--- src/inc/tp_pkg.sv ---
package tp_pkg;
	localparam int tp_width = 8;
	localparam int mode_width = 3;
	// strap codes on the low three pins
	localparam logic [2:0] mode_quiet = 3'h0;
	localparam logic [2:0] mode_clk_debug = 3'h2;
	// output selection codes, one per pin
	localparam int sel_width = 3;
	localparam logic [2:0] sel_hiz = 3'h0;
	localparam logic [2:0] sel_low = 3'h1;
	localparam logic [2:0] sel_high = 3'h2;
	localparam logic [2:0] sel_div2 = 3'h3;
	localparam logic [2:0] sel_div4 = 3'h4;
	localparam logic [2:0] sel_var = 3'h5;
	localparam logic [2:0] sel_div16 = 3'h6;
	// a 120 MHz reference would be needed for exact rates; our clk is 100 MHz
	localparam int clk_mhz = 100;
	localparam int div_width = 4;
	// variable clock divisor range, in clk cycles per half period
	localparam logic [7:0] var_half_min = 8'h02;
	localparam logic [7:0] var_half_reset = 8'h02;
	localparam logic [23:0] sel_reset = 24'h0;
	typedef struct packed {
		logic [tp_width-1:0] out;
		logic [tp_width-1:0] oe;
	} tp_drive_s;
	typedef struct packed {
		logic wr;
		logic [tp_width*sel_width-1:0] sel;
		logic [7:0] var_half;
	} sw_sel_s;
endpackage : tp_pkg

--- src/hw/tp_clkgen.sv ---
`timescale 1ns/1ns
module tp_clkgen
	import tp_pkg::*;
(
	// clock and control
	input wire logic clk,
	input wire logic rst_n,
	input wire logic ce,
	input wire logic run,
	// variable clock half period
	input wire logic [7:0] var_half,
	// derived clocks
	output logic [div_width-1:0] div_q,
	output logic var_clk
);
	logic [7:0] var_cnt_r;
	// counters stay parked while the port is held in reset
	always_ff @(posedge clk) begin
		if (!rst_n || !run) begin
			div_q <= '0;
		end else if (ce) begin
			div_q <= div_q + 1'b1;
		end
	end
	always_ff @(posedge clk) begin
		if (!rst_n || !run) begin
			var_cnt_r <= '0;
			var_clk <= 1'b0;
		end else if (ce) begin
			if (var_cnt_r + 8'h01 >= var_half) begin
				var_cnt_r <= '0;
				var_clk <= ~var_clk;
			end else begin
				var_cnt_r <= var_cnt_r + 8'h01;
			end
		end
	end
endmodule : tp_clkgen

--- config.mk ---
export PLATFORM = sky130hd
export DESIGN_NAME = tp_clkgen
export DESIGN_NICKNAME = d
export VERILOG_FILES = /design/src/inc/tp_pkg.sv /design/src/hw/tp_clkgen.sv
export SDC_FILE = /design/constraint.sdc
export NUM_CORES = 1
export LEC_CHECK = 0
export ABC_AREA = 1
export BUFFER_PORTS_ARGS = -buffer_cell sky130_fd_sc_hd__buf_2
export CORE_UTILIZATION = 40
export CTS_BUF_LIST = sky130_fd_sc_hd__clkbuf_8
export CTS_CLUSTER_DIAMETER = 60
export DETAILED_ROUTE_END_ITERATION = 12
export GPL_TIMING_DRIVEN = 0
export HOLD_SLACK_MARGIN = 0.02
export MAX_ROUTING_LAYER = met4
export SLEW_MARGIN = 10
export SYNTH_ARGS = -nofsm -noshare
export SYNTH_HDL_FRONTEND = slang
export SYNTH_SLANG_ARGS = --single-unit
--- constraint.sdc ---
create_clock -name clk -period 2.1 [get_ports clk]
set_clock_uncertainty 0.1 [all_clocks]
set_input_delay 0.315 -clock clk [delete_from_list [all_inputs] [get_ports clk]]
set_output_delay 0.315 -clock clk [all_outputs]
set_load 0.005 [all_outputs]
==> metrics.txt <==
reg2reg start=var_cnt_r[0]; Initial DRT Pass Iterations=4; port bufs=16; Worst EP arrival=2.00 ns; sw power=0.000122 W; HP Start=ce; switch share=23.4%; fin area=1130 sq um; asr flop ratio synth=0%; GP Congestion=0.745; Int Power=0.000400 W; global-route usage over all layers=16.4%; kind of critical path=flop to flop; n_diodes=0; Post-Syn Area per Cell=7.19 sq um; number of max-cap violations=0; Comb pwr share=11.0%; Post-synth EDFFs=0; Via density=4.78; Rel. slew slack=77.8%; io pins=17; clock transition at the registers of the reported paths=0.05 ns; largest net degree at the start of global routing=11; Synth area leaders=dfxtp_1 30%, ha_1 14%, nand2_1 13%; DRC viols=0; area of the multi-input gates=593 sq um; CTS Buf Count=3; Reg power frac=47.9%; via count=813; Layout area overhead=31.3%; Initial Util=43.1%; Area after DPL=977 sq um; initial antenna violation count=0; crit end category=flop; #FFs+latches synth=13; Yosys top cell area share=30.1%; Worst-Margin Slew=0.332 ns; Core Area=2000 sq um; Detailed Place HPWL=1220 microns; Rows=16; Fillers=209; Synth Cell Area=863 sq um; worst min path class=primary input to flop; syn_nets=142; WL/cell=10.5 microns; max-slew violation count=0; Root Buffer=clkbuf_8; remaining antenna violation count=0; post-synthesis cell type count=21; Synthesis Warnings=0; FF/Latch Area=278 sq um; Clock power frac=41.1%; H-tree levels=1; Achievable Freq=0.502 GHz; sequential area share after synthesis=30.1%; area of the die=2350 sq um; fraction of layout cells with a size suffix above 1=30.8%; peak supply drop=393 uV; Sink Count=13; worst skew pair latency=0.24 ns; Die X=48.5 microns; Worst Path Max Fanout=5; Worst setup SP type=flop; worst setup path start=var_cnt_r[0]; gr ovfl total=0; status=completed; Final WS setup=0.109 ns; Synth area leader=dfxtp_1; Fin. Hold Viols=0; Final Cycle Share=94.8%; Top FF cell, synth=dfxtp_1; Die Ht=48.5 microns; Pleak=0.550 nW; Syn Inst Count=120; # setup viols final=0; Cell Pwr Density=460 nW/um^2; worst path required time=2.11 ns; CTS tree=built; Place WS=-0.108 ns; initial drt markers=12; Nets=166; Final Critical Period=1.99 ns; first-pass GRT wire length=2990 microns; clk buf depth=2; Routed WL=1790 microns; vias in the first global route=768
-- path summary, 6_finish.rpt --
check | depth (start not counted) | slack [ns] | to
worst max-delay path | 13 | 0.11 | var_cnt_r[3]
worst min-delay path | 3 | 0.29 | div_q[2]
worst max register to register | 13 | 0.11 | var_cnt_r[3]
worst min register to register | 1 | 0.34 | div_q[3]
-- sequential cells by signal (all words and copies together), names as in the netlist --
| name | flops |
|---|---|
| var_cnt_r | 8 |
| var_clk | 1 |
| div_q | 4 |
-- timing repair --
action | in CTS | in global routing
hold buffers | 0 | 0
endpoints found under the setup margin | 3 | 9
buffers inserted | 2 | 1
pin swaps | 2 | 1
gates resized for setup | 6 | 16
-- worst max-delay path, cell delays in order (launching register included) --
cell and delay [ns]:
dfxtp_4 0.38, ha_4 0.15, nand2_1 0.06, nor2_2 0.10
nand2_1 0.06, nand2_1 0.06, nand2_1 0.08, ha_1 0.29
nand2_2 0.06, nor2_1 0.13, nand2_2 0.11, buf_12 0.15
nand4_1 0.07, a21oi_1 0.07
-- cell families (layout without fill, tap and decap cells) --
group	after synthesis	after routing	share of synthesized area [%]
buf+inv	18	41	7.97
fa+ha+maj	10	10	14.5
flops	13	13	30.1
simple gates	55	55	30.3
compound gates	20	20	12.2
xor+xnor	4	4	4.93
-- cell type report --
class	count	area share [%]
Multi-Input combinational cell	89	52.3
Sequential cell	13	24.5
Timing Repair Buffer	19	10.2
Inverter	17	5.63
Clock buffer	3	3.64
Tap cell	27	2.98
Buffer	1	0.442
Clock inverter	1	0.331
-- per-stage QoR --
| step | utilization, % | TNS (ns) | hold slack (ns) | cells | total power (W) |
|---|---|---|---|---|---|
| 4_1_cts | 53.1 | 0 | 0.285 | 169 | 0.000526 |
| 3_3_place_gp | 48.8 | -0.157 | 0.331 | 163 | 0.000309 |
| 3_5_place_dp | 48.8 | -0.186 | 0.334 | 163 | 0.000311 |
| 6_report | 56.6 | 0 | 0.292 | 170 | 0.000522 |
| 2_1_floorplan | - | 0 | 0.346 | 120 | 0.000290 |
| 5_1_grt | 56.6 | -0.0802 | 0.323 | 170 | 0.000553 |
-- Yosys cell counts (2+ instances only) --
cell type  number
a21oi_1        14
dfxtp_1        13
ha_1           10
inv_1          15
nand2_1        29
nand2_2         2
nand3_1         3
nand3b_1        2
nand4_1         7
nor2_1          9
nor2_4          2
o21ai_0         4
xor2_1          2
-- power groups by stage --
stage               Sequential (W)  Clock (W)  Combinational, W
floorplan                 0.000258          0         0.0000312
global placement          0.000259          0         0.0000504
detailed placement        0.000259          0         0.0000521
CTS                       0.000253   0.000219         0.0000539
global route              0.000250   0.000235         0.0000674
finish                    0.000250   0.000214         0.0000576
-- cell usage in the layout (no fill, tap or decap), drive strengths merged --
| master | instances |
|---|---|
| clkinv | 1 |
| a21oi | 14 |
| nor2 | 11 |
| ha | 10 |
| o21a | 1 |
| dfxtp | 13 |
| nand4 | 7 |
| xor2 | 3 |
| xnor2 | 1 |
| nand2 | 31 |
| nand3 | 4 |
| a21o | 1 |
| o21ai | 4 |
| nand3b | 2 |
| inv | 17 |
| buf | 20 |
| clkbuf | 3 |
-- routing by layer --
| metal | track usage, % | share of wire, % | up-vias |
|---|---|---|---|
| met2 | 28.9 | 49 | 13 |
| met5 | - | 0 | - |
| met3 | 2.83 | 2.6 | 2 |
| li1 | - | - | 439 |
| met1 | 18.7 | 47 | 359 |
| met4 | 5.88 | 0.67 | 0 |
Note: power is estimated with default switching activity, not from simulation.
